==> config.mk <==
export PLATFORM = sky130hd
export DESIGN_NAME = gmc_ctrl
export DESIGN_NICKNAME = d
export VERILOG_FILES = /design/src/hw/gmc_pkg.sv /design/src/hw/gmc_ctrl.sv /design/src/hw/gmc_decode.sv /design/src/hw/gmc_sync.sv
export SDC_FILE = /design/constraint.sdc
export NUM_CORES = 1
export LEC_CHECK = 0
export BUFFER_PORTS_ARGS = -buffer_cell sky130_fd_sc_hd__buf_2
export CORE_UTILIZATION = 45
export DETAILED_ROUTE_END_ITERATION = 16
export GPL_TIMING_DRIVEN = 0
export HOLD_SLACK_MARGIN = 0.06
export PLACE_DENSITY = 0.68
export SYNTH_ARGS = -nofsm -noshare
export SYNTH_HDL_FRONTEND = slang
export SYNTH_SLANG_ARGS = --single-unit
==> constraint.sdc <==
create_clock -name i_mclk -period 2.65 [get_ports i_mclk]
set_clock_uncertainty 0.2 [all_clocks]
set_input_delay 0.3975 -clock i_mclk [delete_from_list [all_inputs] [get_ports i_mclk]]
set_output_delay 0.3975 -clock i_mclk [all_outputs]
set_load 0.02 [all_outputs]
==> src/hw/gmc_pkg.sv <==
package gmc_pkg;
    // ************************************************************
    // command byte codes
    // ************************************************************
    localparam logic [7:0] GMC_CMD_GTL   = 8'h01;  // go to local
    localparam logic [7:0] GMC_CMD_SDC   = 8'h04;  // selected device clear
    localparam logic [7:0] GMC_CMD_PPC   = 8'h05;  // parallel poll configure
    localparam logic [7:0] GMC_CMD_GET   = 8'h08;  // group execute trigger
    localparam logic [7:0] GMC_CMD_TCT   = 8'h09;  // take control
    localparam logic [7:0] GMC_CMD_LLO   = 8'h11;  // local lockout
    localparam logic [7:0] GMC_CMD_DCL   = 8'h14;  // device clear
    localparam logic [7:0] GMC_CMD_PPU   = 8'h15;  // parallel poll unconfigure
    localparam logic [7:0] GMC_CMD_SPE   = 8'h18;  // serial poll enable
    localparam logic [7:0] GMC_CMD_SPD   = 8'h19;  // serial poll disable
    localparam logic [7:0] GMC_LISTEN_BASE = 8'h20; // listen address base
    localparam logic [7:0] GMC_CMD_UNL   = 8'h3F;  // unlisten
    localparam logic [7:0] GMC_TALK_BASE = 8'h40;  // talk address base
    localparam logic [7:0] GMC_CMD_UNT   = 8'h5F;  // untalk
    localparam logic [7:0] GMC_SEC_BASE  = 8'h60;  // secondary base
    localparam logic [7:0] GMC_PPE_LAST  = 8'h6F;  // last enable code
    localparam logic [7:0] GMC_PPD_FIRST = 8'h70;  // first disable code
    localparam logic [7:0] GMC_SEC_LAST  = 8'h7E;  // last secondary
    localparam logic [6:0] GMC_CODE_MASK = 7'h7F;  // 7-bit code mask
    localparam int         GMC_PAR_BIT   = 7;      // parity / unused bit
    localparam logic [4:0] GMC_ADDR_MAX  = 5'h1E;  // highest address 30

    // ************************************************************
    // timing: data settle time before data-valid
    // ************************************************************
    localparam int GMC_CLK_NS    = 8;     // clock period
    localparam int GMC_SETTLE_NS = 500;   // least settle time
    localparam int GMC_SETTLE_CYC =
        (GMC_SETTLE_NS + GMC_CLK_NS - 1) / GMC_CLK_NS;
    localparam int GMC_CNT_W     = 7;     // settle counter width

    // ************************************************************
    // decoded message classes
    // ************************************************************
    typedef enum logic [4:0] {
        GMC_MSG_NONE, GMC_MSG_GTL, GMC_MSG_SDC, GMC_MSG_PPC,
        GMC_MSG_GET, GMC_MSG_TCT, GMC_MSG_LLO, GMC_MSG_DCL,
        GMC_MSG_PPU, GMC_MSG_SPE, GMC_MSG_SPD, GMC_MSG_LISTEN,
        GMC_MSG_UNL, GMC_MSG_TALK, GMC_MSG_UNT, GMC_MSG_SEC,
        GMC_MSG_PPE, GMC_MSG_PPD, GMC_MSG_DATA
    } gmc_msg_t;
endpackage

==> src/hw/gmc_ctrl.sv <==
`timescale 1ns/10ps
module gmc_ctrl
    import gmc_pkg::*;
(
    // clock and reset
    input  wire logic       i_mclk,
    input  wire logic       i_reset,
    // role straps
    input  wire logic       i_sys_ctrl,     // we are system controller
    input  wire logic       i_talk_only,    // no controller, talk only
    input  wire logic       i_listen_only,  // no controller, listen only
    // user send request
    input  wire logic       i_tx_valid,
    input  wire logic [7:0] i_tx_byte,
    input  wire logic       i_tx_cmd,       // byte is a command
    input  wire logic       i_tx_end,       // last byte of a string
    output logic            o_tx_ready,
    // user management requests: clear and remote pulses, poll and listen levels
    input  wire logic       i_ifc_req,
    input  wire logic       i_ren_set,
    input  wire logic       i_ren_clr,
    input  wire logic       i_poll_req,
    input  wire logic       i_listen_en,    // accept data as listener
    // user receive side
    output logic            o_rx_valid,
    output logic [7:0]      o_rx_byte,
    output logic            o_rx_cmd,
    output logic            o_rx_end,
    output gmc_msg_t        o_rx_msg,
    output logic [4:0]      o_rx_addr,
    output logic            o_cic,
    output logic            o_srq,
    // bus data lines, active low, open drain
    input  wire logic [7:0] i_dio_n,
    output logic      [7:0] o_dio_n,
    output logic      [7:0] o_dio_oe,
    // bus handshake lines
    input  wire logic       i_dav_n,
    output logic            o_dav_n,
    output logic            o_dav_oe,
    input  wire logic       i_nrfd_n,
    output logic            o_nrfd_n,
    output logic            o_nrfd_oe,
    input  wire logic       i_ndac_n,
    output logic            o_ndac_n,
    output logic            o_ndac_oe,
    // bus management lines
    input  wire logic       i_atn_n,
    output logic            o_atn_n,
    output logic            o_atn_oe,
    output logic            o_ifc_n,
    output logic            o_ifc_oe,
    output logic            o_ren_n,
    output logic            o_ren_oe,
    input  wire logic       i_srq_n,
    input  wire logic       i_eoi_n,
    output logic            o_eoi_n,
    output logic            o_eoi_oe
);
    // ************************************************************
    // declarations
    // ************************************************************
    typedef enum logic [2:0] {
        GMC_S_IDLE, GMC_S_WAIT_RDY, GMC_S_SETTLE, GMC_S_WAIT_ACC,
        GMC_S_WAIT_NDAC
    } gmc_src_t;
    typedef enum logic [1:0] {
        GMC_A_READY, GMC_A_ACCEPT, GMC_A_WAIT_END
    } gmc_acc_t;

    logic [13:0]          sync_in;     // synchronised bus inputs
    logic [7:0]           bus_data;    // true-level data
    logic                 dav, nrfd, ndac, atn, srq, eoi;
    gmc_src_t             src_reg;     // source handshake state
    gmc_acc_t             acc_reg;     // acceptor handshake state
    logic [GMC_CNT_W-1:0] settle_reg;  // settle counter
    logic [7:0]           txd_reg;     // byte being sourced
    logic                 txcmd_reg;   // byte is a command
    logic                 txend_reg;   // byte ends a string
    logic                 talk_reg;    // we are addressed talker
    logic                 ifc_reg;     // clear pulse active
    logic [GMC_CNT_W-1:0] ifc_cnt_reg; // clear pulse length
    logic                 strobe;      // byte accepted now
    logic                 dec_valid;
    gmc_msg_t             dec_msg;
    logic [4:0]           dec_addr;
    logic                 acceptor_on; // we take part as acceptor

    gmc_sync #(
        .W (14)
    ) u_sync (
        .i_mclk  (i_mclk),
        .i_async ({i_dio_n, i_dav_n, i_nrfd_n, i_ndac_n,
                   i_atn_n, i_srq_n, i_eoi_n}),
        .o_sync  (sync_in)
    );

    // bus lines sampled and inverted to true levels
    assign bus_data = ~sync_in[13:6];
    assign dav      = ~sync_in[5];
    assign nrfd     = ~sync_in[4];
    assign ndac     = ~sync_in[3];
    assign atn      = ~sync_in[2];
    assign srq      = ~sync_in[1];
    assign eoi      = ~sync_in[0];

    // commands are taken by everyone, data by listeners only
    assign acceptor_on = atn || i_listen_en || i_listen_only;

    // ************************************************************
    // source handshake
    // ************************************************************
    always_ff @(posedge i_mclk) begin
        if (i_reset) begin
            src_reg    <= GMC_S_IDLE;
            settle_reg <= '0;
            txd_reg    <= 8'h00;
            txcmd_reg  <= 1'b0;
            txend_reg  <= 1'b0;
            o_tx_ready <= 1'b0;
        end else begin
            o_tx_ready <= 1'b0;
            unique case (src_reg)
                GMC_S_IDLE: begin
                    // commands need control; data need talk role
                    o_tx_ready <= 1'b1;
                    if (i_tx_valid && o_tx_ready &&
                        ((i_tx_cmd && o_cic) ||
                         (!i_tx_cmd && (talk_reg || i_talk_only)))) begin
                        txd_reg    <= i_tx_byte;
                        txcmd_reg  <= i_tx_cmd;
                        txend_reg  <= i_tx_end;
                        o_tx_ready <= 1'b0;
                        src_reg    <= GMC_S_WAIT_RDY;
                    end
                end
                GMC_S_WAIT_RDY: begin
                    if (!nrfd) begin
                        settle_reg <= GMC_CNT_W'(GMC_SETTLE_CYC);
                        src_reg    <= GMC_S_SETTLE;
                    end
                end
                GMC_S_SETTLE: begin
                    if (settle_reg == '0) begin
                        src_reg <= GMC_S_WAIT_ACC;
                    end else begin
                        settle_reg <= settle_reg - 1'b1;
                    end
                end
                GMC_S_WAIT_ACC: begin
                    if (!ndac) begin
                        src_reg <= GMC_S_WAIT_NDAC;
                    end
                end
                GMC_S_WAIT_NDAC: begin
                    // data-valid dropped; wait for acceptors to rearm
                    if (ndac) begin
                        src_reg <= GMC_S_IDLE;
                    end
                end
            endcase
        end
    end

    // ************************************************************
    // acceptor handshake
    // ************************************************************
    always_ff @(posedge i_mclk) begin
        if (i_reset) begin
            acc_reg <= GMC_A_READY;
        end else begin
            unique case (acc_reg)
                GMC_A_READY: begin
                    if (dav && acceptor_on) begin
                        acc_reg <= GMC_A_ACCEPT;
                    end
                end
                GMC_A_ACCEPT: begin
                    acc_reg <= GMC_A_WAIT_END;
                end
                GMC_A_WAIT_END: begin
                    if (!dav) begin
                        acc_reg <= GMC_A_READY;
                    end
                end
            endcase
        end
    end

    assign strobe = (acc_reg == GMC_A_ACCEPT);

    gmc_decode u_decode (
        .i_mclk   (i_mclk),
        .i_reset  (i_reset),
        .i_strobe (strobe),
        .i_byte   (bus_data),
        .i_atn    (atn),
        .o_valid  (dec_valid),
        .o_msg    (dec_msg),
        .o_addr   (dec_addr)
    );

    // ************************************************************
    // received byte report
    // ************************************************************
    always_ff @(posedge i_mclk) begin
        if (i_reset) begin
            o_rx_valid <= 1'b0;
            o_rx_byte  <= 8'h00;
            o_rx_cmd   <= 1'b0;
            o_rx_end   <= 1'b0;
            o_rx_msg   <= GMC_MSG_NONE;
            o_rx_addr  <= 5'h00;
            o_srq      <= 1'b0;
        end else begin
            o_rx_valid <= strobe;
            o_srq      <= srq;
            if (strobe) begin
                o_rx_byte <= bus_data;
                o_rx_cmd  <= atn;
                o_rx_end  <= eoi && !atn;
            end
            if (dec_valid) begin
                o_rx_msg  <= dec_msg;
                o_rx_addr <= dec_addr;
            end
        end
    end

    // ************************************************************
    // role tracking from the clear pulse and commands we send
    // ************************************************************
    always_ff @(posedge i_mclk) begin
        if (i_reset) begin
            o_cic    <= 1'b0;
            talk_reg <= 1'b0;
        end else begin
            if (ifc_reg && i_sys_ctrl) begin
                o_cic    <= 1'b1;
                talk_reg <= 1'b0;
            end else if (src_reg == GMC_S_WAIT_NDAC && ndac && txcmd_reg)
            begin
                if (txd_reg[6:0] == GMC_CMD_TCT[6:0]) begin
                    o_cic <= 1'b0;
                end
                if (txd_reg[6:0] == GMC_CMD_UNT[6:0]) begin
                    talk_reg <= 1'b0;
                end
            end
            if (i_tx_valid && o_tx_ready && i_tx_cmd && o_cic &&
                i_tx_byte[6:5] == 2'b10 &&
                i_tx_byte[4:0] <= GMC_ADDR_MAX) begin
                talk_reg <= 1'b1;       // any talk address 0 to 30 issued
            end
        end
    end

    // ************************************************************
    // interface clear pulse, system controller only
    // ************************************************************
    always_ff @(posedge i_mclk) begin
        if (i_reset) begin
            ifc_reg     <= 1'b0;
            ifc_cnt_reg <= '0;
        end else if (i_ifc_req && i_sys_ctrl && !ifc_reg) begin
            ifc_reg     <= 1'b1;
            ifc_cnt_reg <= GMC_CNT_W'(GMC_SETTLE_CYC);
        end else if (ifc_reg) begin
            if (ifc_cnt_reg == '0) begin
                ifc_reg <= 1'b0;
            end else begin
                ifc_cnt_reg <= ifc_cnt_reg - 1'b1;
            end
        end
    end

    // ************************************************************
    // line drivers, registered, open drain, active low
    // ************************************************************
    always_ff @(posedge i_mclk) begin
        if (i_reset) begin
            o_dio_n   <= 8'hFF;
            o_dio_oe  <= 8'h00;
            o_dav_n   <= 1'b1;
            o_dav_oe  <= 1'b0;
            o_nrfd_n  <= 1'b1;
            o_nrfd_oe <= 1'b0;
            o_ndac_n  <= 1'b1;
            o_ndac_oe <= 1'b0;
            o_atn_n   <= 1'b1;
            o_atn_oe  <= 1'b0;
            o_ifc_n   <= 1'b1;
            o_ifc_oe  <= 1'b0;
            o_ren_n   <= 1'b1;
            o_ren_oe  <= 1'b0;
            o_eoi_n   <= 1'b1;
            o_eoi_oe  <= 1'b0;
        end else begin
            // data lines: low where a true bit is sent
            o_dio_n  <= (src_reg == GMC_S_IDLE) ? 8'hFF : ~txd_reg;
            o_dio_oe <= (src_reg == GMC_S_IDLE) ? 8'h00 : txd_reg;
            o_dav_n  <= ~(src_reg == GMC_S_WAIT_ACC);
            o_dav_oe <= (src_reg == GMC_S_WAIT_ACC);
            // not-ready held while busy; not-accepted until taken
            o_nrfd_n  <= ~(acceptor_on && acc_reg != GMC_A_READY);
            o_nrfd_oe <= acceptor_on && acc_reg != GMC_A_READY;
            o_ndac_n  <= ~(acceptor_on && acc_reg == GMC_A_READY);
            o_ndac_oe <= acceptor_on && acc_reg == GMC_A_READY;
            // attention during our commands or parallel poll
            o_atn_n  <= ~(o_cic && (txcmd_reg && src_reg != GMC_S_IDLE
                          || i_poll_req));
            o_atn_oe <= o_cic && (txcmd_reg && src_reg != GMC_S_IDLE
                          || i_poll_req);
            o_ifc_n  <= ~ifc_reg;
            o_ifc_oe <= ifc_reg;
            if (i_sys_ctrl && i_ren_set) begin
                o_ren_n  <= 1'b0;
                o_ren_oe <= 1'b1;
            end else if (i_ren_clr || !i_sys_ctrl) begin
                o_ren_n  <= 1'b1;
                o_ren_oe <= 1'b0;
            end
            // end with last data byte, or with attention for poll
            o_eoi_n  <= ~((txend_reg && !txcmd_reg &&
                          src_reg != GMC_S_IDLE) ||
                          (o_cic && i_poll_req));
            o_eoi_oe <= (txend_reg && !txcmd_reg &&
                          src_reg != GMC_S_IDLE) || (o_cic && i_poll_req);
        end
    end
endmodule

==> src/hw/gmc_decode.sv <==
`timescale 1ns/10ps
// classifies one bus byte into a message class
module gmc_decode
    import gmc_pkg::*;
(
    // clock and reset
    input  wire logic       i_mclk,
    input  wire logic       i_reset,
    // byte in
    input  wire logic       i_strobe,
    input  wire logic [7:0] i_byte,
    input  wire logic       i_atn,
    // result out, registered
    output logic            o_valid,
    output gmc_msg_t        o_msg,
    output logic [4:0]      o_addr
);
    logic [7:0] code;       // byte with parity bit ignored
    logic       ppc_reg;    // configure seen, followed only by enable/disable codes
    gmc_msg_t   msg_next;   // combinational class

    assign code = {1'b0, i_byte[6:0] & GMC_CODE_MASK};

    // ************************************************************
    // command classification
    // ************************************************************
    always_comb begin
        msg_next = GMC_MSG_NONE;
        if (!i_atn) begin
            msg_next = GMC_MSG_DATA;
        end else if (code == GMC_CMD_GTL) begin
            msg_next = GMC_MSG_GTL;
        end else if (code == GMC_CMD_SDC) begin
            msg_next = GMC_MSG_SDC;
        end else if (code == GMC_CMD_PPC) begin
            msg_next = GMC_MSG_PPC;
        end else if (code == GMC_CMD_GET) begin
            msg_next = GMC_MSG_GET;
        end else if (code == GMC_CMD_TCT) begin
            msg_next = GMC_MSG_TCT;
        end else if (code == GMC_CMD_LLO) begin
            msg_next = GMC_MSG_LLO;
        end else if (code == GMC_CMD_DCL) begin
            msg_next = GMC_MSG_DCL;
        end else if (code == GMC_CMD_PPU) begin
            msg_next = GMC_MSG_PPU;
        end else if (code == GMC_CMD_SPE) begin
            msg_next = GMC_MSG_SPE;
        end else if (code == GMC_CMD_SPD) begin
            msg_next = GMC_MSG_SPD;
        end else if (code == GMC_CMD_UNL) begin
            msg_next = GMC_MSG_UNL;
        end else if (code >= GMC_LISTEN_BASE && code < GMC_CMD_UNL) begin
            msg_next = GMC_MSG_LISTEN;
        end else if (code == GMC_CMD_UNT) begin
            msg_next = GMC_MSG_UNT;
        end else if (code >= GMC_TALK_BASE && code < GMC_CMD_UNT) begin
            msg_next = GMC_MSG_TALK;
        end else if (code >= GMC_SEC_BASE && code <= GMC_SEC_LAST) begin
            if (!ppc_reg) begin
                msg_next = GMC_MSG_SEC;
            end else if (code <= GMC_PPE_LAST) begin
                msg_next = GMC_MSG_PPE;
            end else begin
                msg_next = GMC_MSG_PPD;
            end
        end
    end

    // ************************************************************
    // configure memory: next secondary acts as enable/disable
    // ************************************************************
    always_ff @(posedge i_mclk) begin
        if (i_reset) begin
            ppc_reg <= 1'b0;
        end else if (i_strobe && i_atn) begin
            ppc_reg <= (msg_next == GMC_MSG_PPC) ||
                       (ppc_reg && (msg_next == GMC_MSG_PPE ||
                                    msg_next == GMC_MSG_PPD));
        end
    end

    // ************************************************************
    // registered result
    // ************************************************************
    always_ff @(posedge i_mclk) begin
        if (i_reset) begin
            o_valid <= 1'b0;
            o_msg   <= GMC_MSG_NONE;
            o_addr  <= 5'h00;
        end else begin
            o_valid <= i_strobe;
            if (i_strobe) begin
                o_msg  <= msg_next;
                o_addr <= code[4:0];
            end
        end
    end
endmodule

==> src/hw/gmc_sync.sv <==
`timescale 1ns/10ps
// two-flop synchroniser, one per bit
module gmc_sync
    import gmc_pkg::*;
#(
    parameter int W = 1
) (
    // clock
    input  wire logic         i_mclk,
    // asynchronous levels in, synchronised out
    input  wire logic [W-1:0] i_async,
    output logic      [W-1:0] o_sync
);
    logic [W-1:0] meta_reg;  // first stage, read only by second

    // ************************************************************
    // two flip-flop stages
    // ************************************************************
    always_ff @(posedge i_mclk) begin
        meta_reg <= i_async;
        o_sync   <= meta_reg;
    end
endmodule

# Word level (Yosys, flattened, before mapping)
# Cells that the tools add are included.
# word_totals
regBits	124
input_bits	35
output_inout_bits	54
# classes
n_addsub	2
magnitude_cmp	8
eq_ne	33
n_mux	48
n_bitwise	15
reduce_logical	65
# op_table
cell	n
$mux W5	17
$eq A7 B5 Y1 const B	5
$logic_and A1 B1 Y1	28
$eq A7 B4 Y1 const B	3
$mux W6	3
$mux W1	16
$not A8 Y8	2
$mux W3	5
$pmux W3 S5	1
$eq A7 B3 Y1 const B	2
$eq A7 B7 Y1 const B	2
$ge A7 B7 Y1 const B	2
$le A7 B7 Y1 const B	2
$logic_not A7 Y1	2
$mux W7	2
$pmux W7 S2	1
$sub A7 B1 Y7 const B	2
$not A1 Y1	13
$ne A2 B2 Y1 const B	6
$reduce_and A2 Y1	6
$reduce_bool A2 Y1	6
$eq A5 B5 Y1 const B	2
$logic_or A1 B1 Y1	9
$reduce_bool A3 Y1	3
other kinds (21)	31

# Depth between registers and ports, before layout
# Gate-level depths: netlist (run 1).
# depth
depth_word	24
ltp_mapped	8
depth_no_buf	7

# Hierarchy
# A second synthesis (run 1) with hierarchy kept.
# unflattened
hier_cells	449
area_unflattened_um2	4471.8
# by_module_without_submodules
module	n_inst	cells_per_inst	area_per_inst_um2
gmc_ctrl	1	337	3186.8
gmc_decode	1	84	724.4
gmc_sync	1	28	560.5

# Least setup slack after synthesis (run 1)
# No wires, ideal clock.
# synth_timing
path_type	flip-flop to flip-flop
from	register settle_reg[0]
to	register settle_reg[5]
setup_ns	0.123
arrival_time_ns	1.760
required_ns	2.327
setup_slack_ns	0.567
stages_incl_launch_ff	7
n_path_buf	0
synth_period_minus_slack_ns	2.083
path_cell_list	dfxtp_1 -> inv_1 -> ha_1 -> a311o_2 -> a2111oi_4 -> a41o_2 -> nor3_2
# synth_between
elab_chain_len	3
# synth_rtl
element	line_no	text
start: declaration	gmc_ctrl.sv:76	logic [GMC_CNT_W-1:0] settle_reg;
start signal: assignment	gmc_ctrl.sv:139	settle_reg <= GMC_CNT_W'(GMC_SETTLE_CYC);
start signal: assignment	gmc_ctrl.sv:147	settle_reg <= settle_reg - 1'b1;
$sub A7 B1 Y7 or $logic_not A7 Y1 (tied branches)	gmc_ctrl.sv:147, gmc_ctrl.sv:144	
$mux W7 or $ne A2 B2 Y1 (tied branches)	n/a	
$pmux W7 S2 or $reduce_and A3 Y1 (tied branches)	n/a	
# Several ways; a longest one is shown, not always the timed one. The select of a mux whose other input is x is not followed.
# A chain may end at the register's enable or synchronous reset.

# Final worst setup path (run 1)
# Same ends and word-level chain as after synthesis.

==> metrics.txt, run 1 <==
Core ar.=0.00889 mm2; vias in the first global route=3288; gr usage total=20.5%; Tightest Pin Transition=0.804 ns; Worst Hold Slack=0.0869 ns; DRC Markers=0; WL/cell=13.9 um; met1 WL=4310 um; top cells by area, synth=dfxtp_1 (57%), mux2i_1 (5.0%), nor2_1 (4.9%); First-pass DRT Iterations=4; top cell type's share of synthesized area=56.6%; leakage=2.40 nW; Routed Antenna Nets=0; CP endpoint kind=register; chip height=98.7 um; DP Cell Count=616; fin cells=679; Skew-Pair Late Insertion Delay=0.51 ns; Met3 Routed Length=570 um; Total Wirelength=9460 um; CTS tree=done; CTS Root Cell=clkbuf_8; register area share after synthesis=56.6%; drt via density=5.07; 1st-iter DRT viols=154; CTS Buffer Depth=2; setup TNS=0 ns; Synth-to-Final Area Change=35.2%; number of buffers created by CTS=17; Antenna diodes=0; Critical Path RT=2.84 ns; number of core rows=34; Max-slew headroom=46.4%; crit share post-route=85.4%; share of post-route cells with drive strength above 1=24.0%; EDFF count, synth=0; final hold vios=0; Setup crit start kind=register; top sig layer=met4; RSZ-0062 raised after global routing=no; DP Worst Slack=0.408 ns; top_reg_cell synth=dfxtp_1; Final Setup Violations=0; Overflow after GRT=0; outcome=complete, no violations; I/O pins=89; vias=3443; Max Freq=0.442 GHz; Mapped Cells=420; syn nets=461; Synth area leader=dfxtp_1; Ys Warns=0; final RePlAce weighted congestion=0.821; I/O Buffers=88; die area=0.00974 mm2; mapped cell area=0.00421 mm2; first-pass GRT wire length=15300 um; crit path max fanout=6; Syn Area/Cell=10.0 um2; post_cts resized=0; die width=98.7 um; minimum clock period=2.26 ns; FF+latch count, synth=119; CTS H-tree depth=4; WP data arrival=2.45 ns; largest net degree at the start of global routing=17; met2 WL=4510 um; Clock transition at path regs=0.06 ns; Max Slew Vio Count=0; worst vdd ir=0.571 mV; CP Class=register to register; Starting Density=47.3%; HP Class=input pin to register; nets@finish=600; CTS sink cnt=119; asr flop ratio synth=0%; Post-DP HPWL=6340 um; number of max-cap violations=0; final setup margin=0.388 ns; Yosys cell types=61; Finished Core Util=64.0%; initial antenna violation count=0; PD cells=920 mW/mm2
==> synth_stat cells (all sizes together), types with 5 or more instances <==
library cell	n
a211oi	16
a21oi	23
and3	12
clkbuf	18
dfxtp	119
ha	6
inv	32
mux2i	21
nand2	19
nand3	8
nor2	56
nor2b	5
nor3	7
nor3b	5
o21ai	6
==> worst max-delay path, cell delays in order, from the launching register on <==
cell and delay (ns):
dfxtp_1 0.41, inv_1 0.09, ha_1 0.21, a311o_2 0.44, a2111oi_4 0.49, a41o_2 0.27
nor3_2 0.04
==> layer usage <==
layer	up-vias	track usage (%)
li1	1730	-
met1	1595	25.5
met2	110	33.5
met3	8	6.31
met4	0	8.15
met5	-	0
==> layout make-up <==
type / instances / area [um2]
multi-input cells: 247 / 1610
repair buffers: 120 / 761
inverters: 32 / 120
plain buffers: 22 / 100
flip-flops and latches: 119 / 2380
clock inverters: 12 / 153
well taps: 108 / 135
clock buffers: 19 / 432
fillers: 744 / 3200
==> final timing paths <==
check / to / slack, ns / from / cells after the start
max reg2reg: settle_reg[5]$_SDFFE_PP0P_ / 0.39 / settle_reg[0]$_SDFFE_PP0P_ / 6
min: o_ndac_oe$_SDFF_PP0_ / 0.09 / i_listen_en / 4
max: settle_reg[5]$_SDFFE_PP0P_ / 0.39 / settle_reg[0]$_SDFFE_PP0P_ / 6
min reg2reg: u_sync.o_sync[0]$_DFF_P_ / 0.13 / u_sync.meta_reg[0]$_DFF_P_ / 0
==> through the flow <==
step                      instance area, um2  power, mW
after detailed placement                4780       3.00
after CTS                               5690       5.28
after global routing                    5690       5.48
final                                   5690       5.23
after global placement                  4780       2.98
after floorplan                         4210       2.73
==> cell families after synthesis <==
family,synth area share [%]
buf+inv,5.23
flops,56.6
compound gates,12.5
xor+xnor,1.46
mux,5.53
fa+ha+maj,1.78
simple gates,16.8
==> timing repair <==
action / CTS / global route
hold buffers: 32 / 0
hold endpoints to repair: 33 / 0
buffers inserted: 0 / 0
==> cell usage in the layout, fill, tap and decap left out, types with 6 or more instances in the layout <==
| cell | synthesis | final |
|---|---|---|
| a211oi_1 | 16 | 16 |
| a21oi_1 | 23 | 23 |
| and3_1 | 12 | 12 |
| buf_2 | 2 | 90 |
| clkbuf_1 | 18 | 19 |
| clkbuf_16 | 0 | 16 |
| dfxtp_1 | 119 | 119 |
| dlygate4sd3_1 | 0 | 32 |
| ha_1 | 6 | 6 |
| inv_1 | 32 | 32 |
| mux2i_1 | 21 | 21 |
| nand2_1 | 19 | 19 |
| nand3_1 | 8 | 8 |
| nor2_1 | 55 | 55 |
| nor3_1 | 6 | 6 |
| o21ai_0 | 6 | 6 |
==> power breakdown <==
group / switching (mW) / internal, mW / total [mW] / leakage, nW
clock: 0.778 / 1.45 / 2.23 / 0.276
combinational: 0.530 / 0.361 / 0.891 / 1.15
sequential: 0.125 / 1.99 / 2.12 / 0.978
(Power assumes the default switching activity.)
==> inputs of run 2 (changes only) <==
--- a/config.mk
+++ b/config.mk
@@ -6,11 +6,14 @@
 export NUM_CORES = 1
 export LEC_CHECK = 0
 export BUFFER_PORTS_ARGS = -buffer_cell sky130_fd_sc_hd__buf_2
+export CORE_MARGIN = 5
 export CORE_UTILIZATION = 45
 export DETAILED_ROUTE_END_ITERATION = 16
 export GPL_TIMING_DRIVEN = 0
 export HOLD_SLACK_MARGIN = 0.06
-export PLACE_DENSITY = 0.68
+export PLACE_DENSITY = 0.67
+export REMOVE_ABC_BUFFERS = 1
 export SYNTH_ARGS = -nofsm -noshare
 export SYNTH_HDL_FRONTEND = slang
+export SYNTH_HIERARCHICAL = 1
 export SYNTH_SLANG_ARGS = --single-unit
==> run 2 against run 1 <==
Combinational power is 9.4% lower. Worst setup slack lost 0.13 ns. Sequential cell count is 6 higher. Sequential power is 3% higher. Routed wire length is 1.3% lower. First-iteration DRC count grew 68%. Maximum frequency decreased by 5.3%. Design area grew 3.4%.
==> metrics.txt, run 2 <==
Final Setup Violations=0; Overflow after GRT=0; CTS H-tree depth=4; Total Wirelength=9330 um; final hold vios=0; nets@finish=607; CTS Root Cell=clkbuf_8; switching share of power=26.5%; WL/cell=13.1 um; number of max-cap violations=0; final RePlAce weighted congestion=0.858; min-delay src=u_sync/meta_reg[6]$_DFF_P_; most common cell after layout, fill and taps aside=dfxtp_1; Core ar.=0.00973 mm2; Comb pwr share=15.4%; register area=0.00250 mm2; outcome=complete, no violations; Routed Antenna Nets=0; I/O Buffers=88; Finished Core Util=60.4%; DRC Markers=0; die area=0.0120 mm2; Ys Warns=6; Fill cells=859; crit path max fanout=31; Skew-Pair Late Insertion Delay=0.51 ns; PD cells=894 mW/mm2; dpl cell area=0.00494 mm2; worst vdd ir=0.415 mV; Clock transition at path regs=0.06 ns; Max Slew Vio Count=0; delay-heaviest family, CP=adder cells; CP Buf/Inv Count=1; fin cells=712; First-pass DRT Iterations=4; Worst setup startpoint=acc_reg[1]$_SDFFE_PP0P_; number of core rows=36; CP endpoint kind=register; initial antenna violation count=0; I/O pins=89; Critical Path RT=2.87 ns; drt via density=4.93; vias=3508; die width=110 um; RSZ-0062 raised after global routing=no; Max Freq=0.419 GHz; gr usage total=16.8%; largest stage delay on the critical path=0.97 ns; sequential cell fraction of total power=41.6%; vias in the first global route=3534; CTS tree=done; Finished Cell Area=0.00588 mm2; DP Cell Count=648; clock power share=43.0%; CTS sink cnt=125; multi-input logic area=0.00170 mm2; commonest non-fill, non-tap cells in the layout=dfxtp_1 (125), buf_2 (88), nor2_1 (56), inv_1 (39), dlygate4sd3_1 (31); HP Class=register to register; largest net degree at the start of global routing=72; first-pass GRT wire length=15900 um; Synth-to-Final Area Change=31.6%; DP Worst Slack=-0.301 ns; number of buffers created by CTS=17; CP max stage cell=ha_1; leakage=2.52 nW; CP Class=register to register; Post-DP HPWL=6260 um; total power=5.26 mW; Mapped Cells=448; mapped cell area=0.00447 mm2; minimum clock period=2.39 ns; CTS Buffer Depth=2; WP data arrival=2.61 ns; Cell Int Power=3.86 mW; crit share post-route=90.1%; Tightest Pin Transition=1.30 ns; Syn Area/Cell=9.97 um2; 1st-iter DRT viols=258; switching pwr=1.39 mW; chip height=110 um; Max-slew headroom=13.5%; Setup crit start kind=register; Starting Density=45.9%; RR Startpoint=acc_reg[1]$_SDFFE_PP0P_; Critical Path, Cell by Cell=inv_1 -> ha_1 -> nand2_1 -> a21oi_1 -> nand3b_1 -> o32ai_1; share of post-route cells with drive strength above 1=23.0%; Antenna diodes=0; final setup margin=0.262 ns
-- run 2: layer usage --
| metal | vias up | global-route usage [%] | part of all wire, % |
|---|---|---|---|
| met1 | 1619 | 19.5 | 43 |
| met2 | 83 | 28.6 | 50 |
| met4 | 0 | 7.66 | 2.1 |
| met5 | - | 0 | 0 |
| li1 | 1787 | - | - |
| met3 | 19 | 5.11 | 4.5 |
-- run 2: through the flow --
stage	hold WS (ns)	setup TNS [ns]
2_1_floorplan	0.110	0
3_3_place_gp	0.111	-2.43
3_5_place_dp	0.112	-2.86
4_1_cts	0.120	0
5_1_grt	0.133	0
6_report	0.122	0
-- run 2: final timing paths --
kind         depth (start not counted)  slack, ns                             to
max                                  6       0.26  u_decode/ppc_reg$_SDFFE_PP0P_
min                                  0       0.12       u_sync/o_sync[6]$_DFF_P_
max reg2reg                          6       0.26  u_decode/ppc_reg$_SDFFE_PP0P_
min reg2reg                          0       0.12       u_sync/o_sync[6]$_DFF_P_
-- run 2: timing repair --
action,4_1_cts,5_1_grt
hold buffers,31,0
endpoints found under the setup margin,10,8
hold endpoints to repair,34,0
pin swaps,0,1
buffers inserted,0,1
resized for setup,1,0
-- run 2: layout make-up --
type	instances	area share, %
repair buffers	120	13.1
well taps	133	2.83
inverters	39	2.49
multi-input cells	263	28.8
clock inverters	14	2.89
clock buffers	18	7.28
flip-flops and latches	125	42.6
-- run 2: worst reg2reg max path, stage by stage, from the launching register on --
cell and delay (ns):
dfxtp_1 0.31, inv_1 0.09, ha_1 0.97, nand2_1 0.14
a21oi_1 0.26, nand3b_1 0.11, o32ai_1 0.21
-- run 2: power groups by stage --
stage / clock, mW / combinational (mW) / sequential [mW]
2_1_floorplan: 0 / 0.438 / 2.31
3_3_place_gp: 0 / 0.749 / 2.22
3_5_place_dp: 0 / 0.769 / 2.23
4_1_cts: 2.31 / 0.811 / 2.19
5_1_grt: 2.40 / 0.901 / 2.22
6_report: 2.26 / 0.807 / 2.19
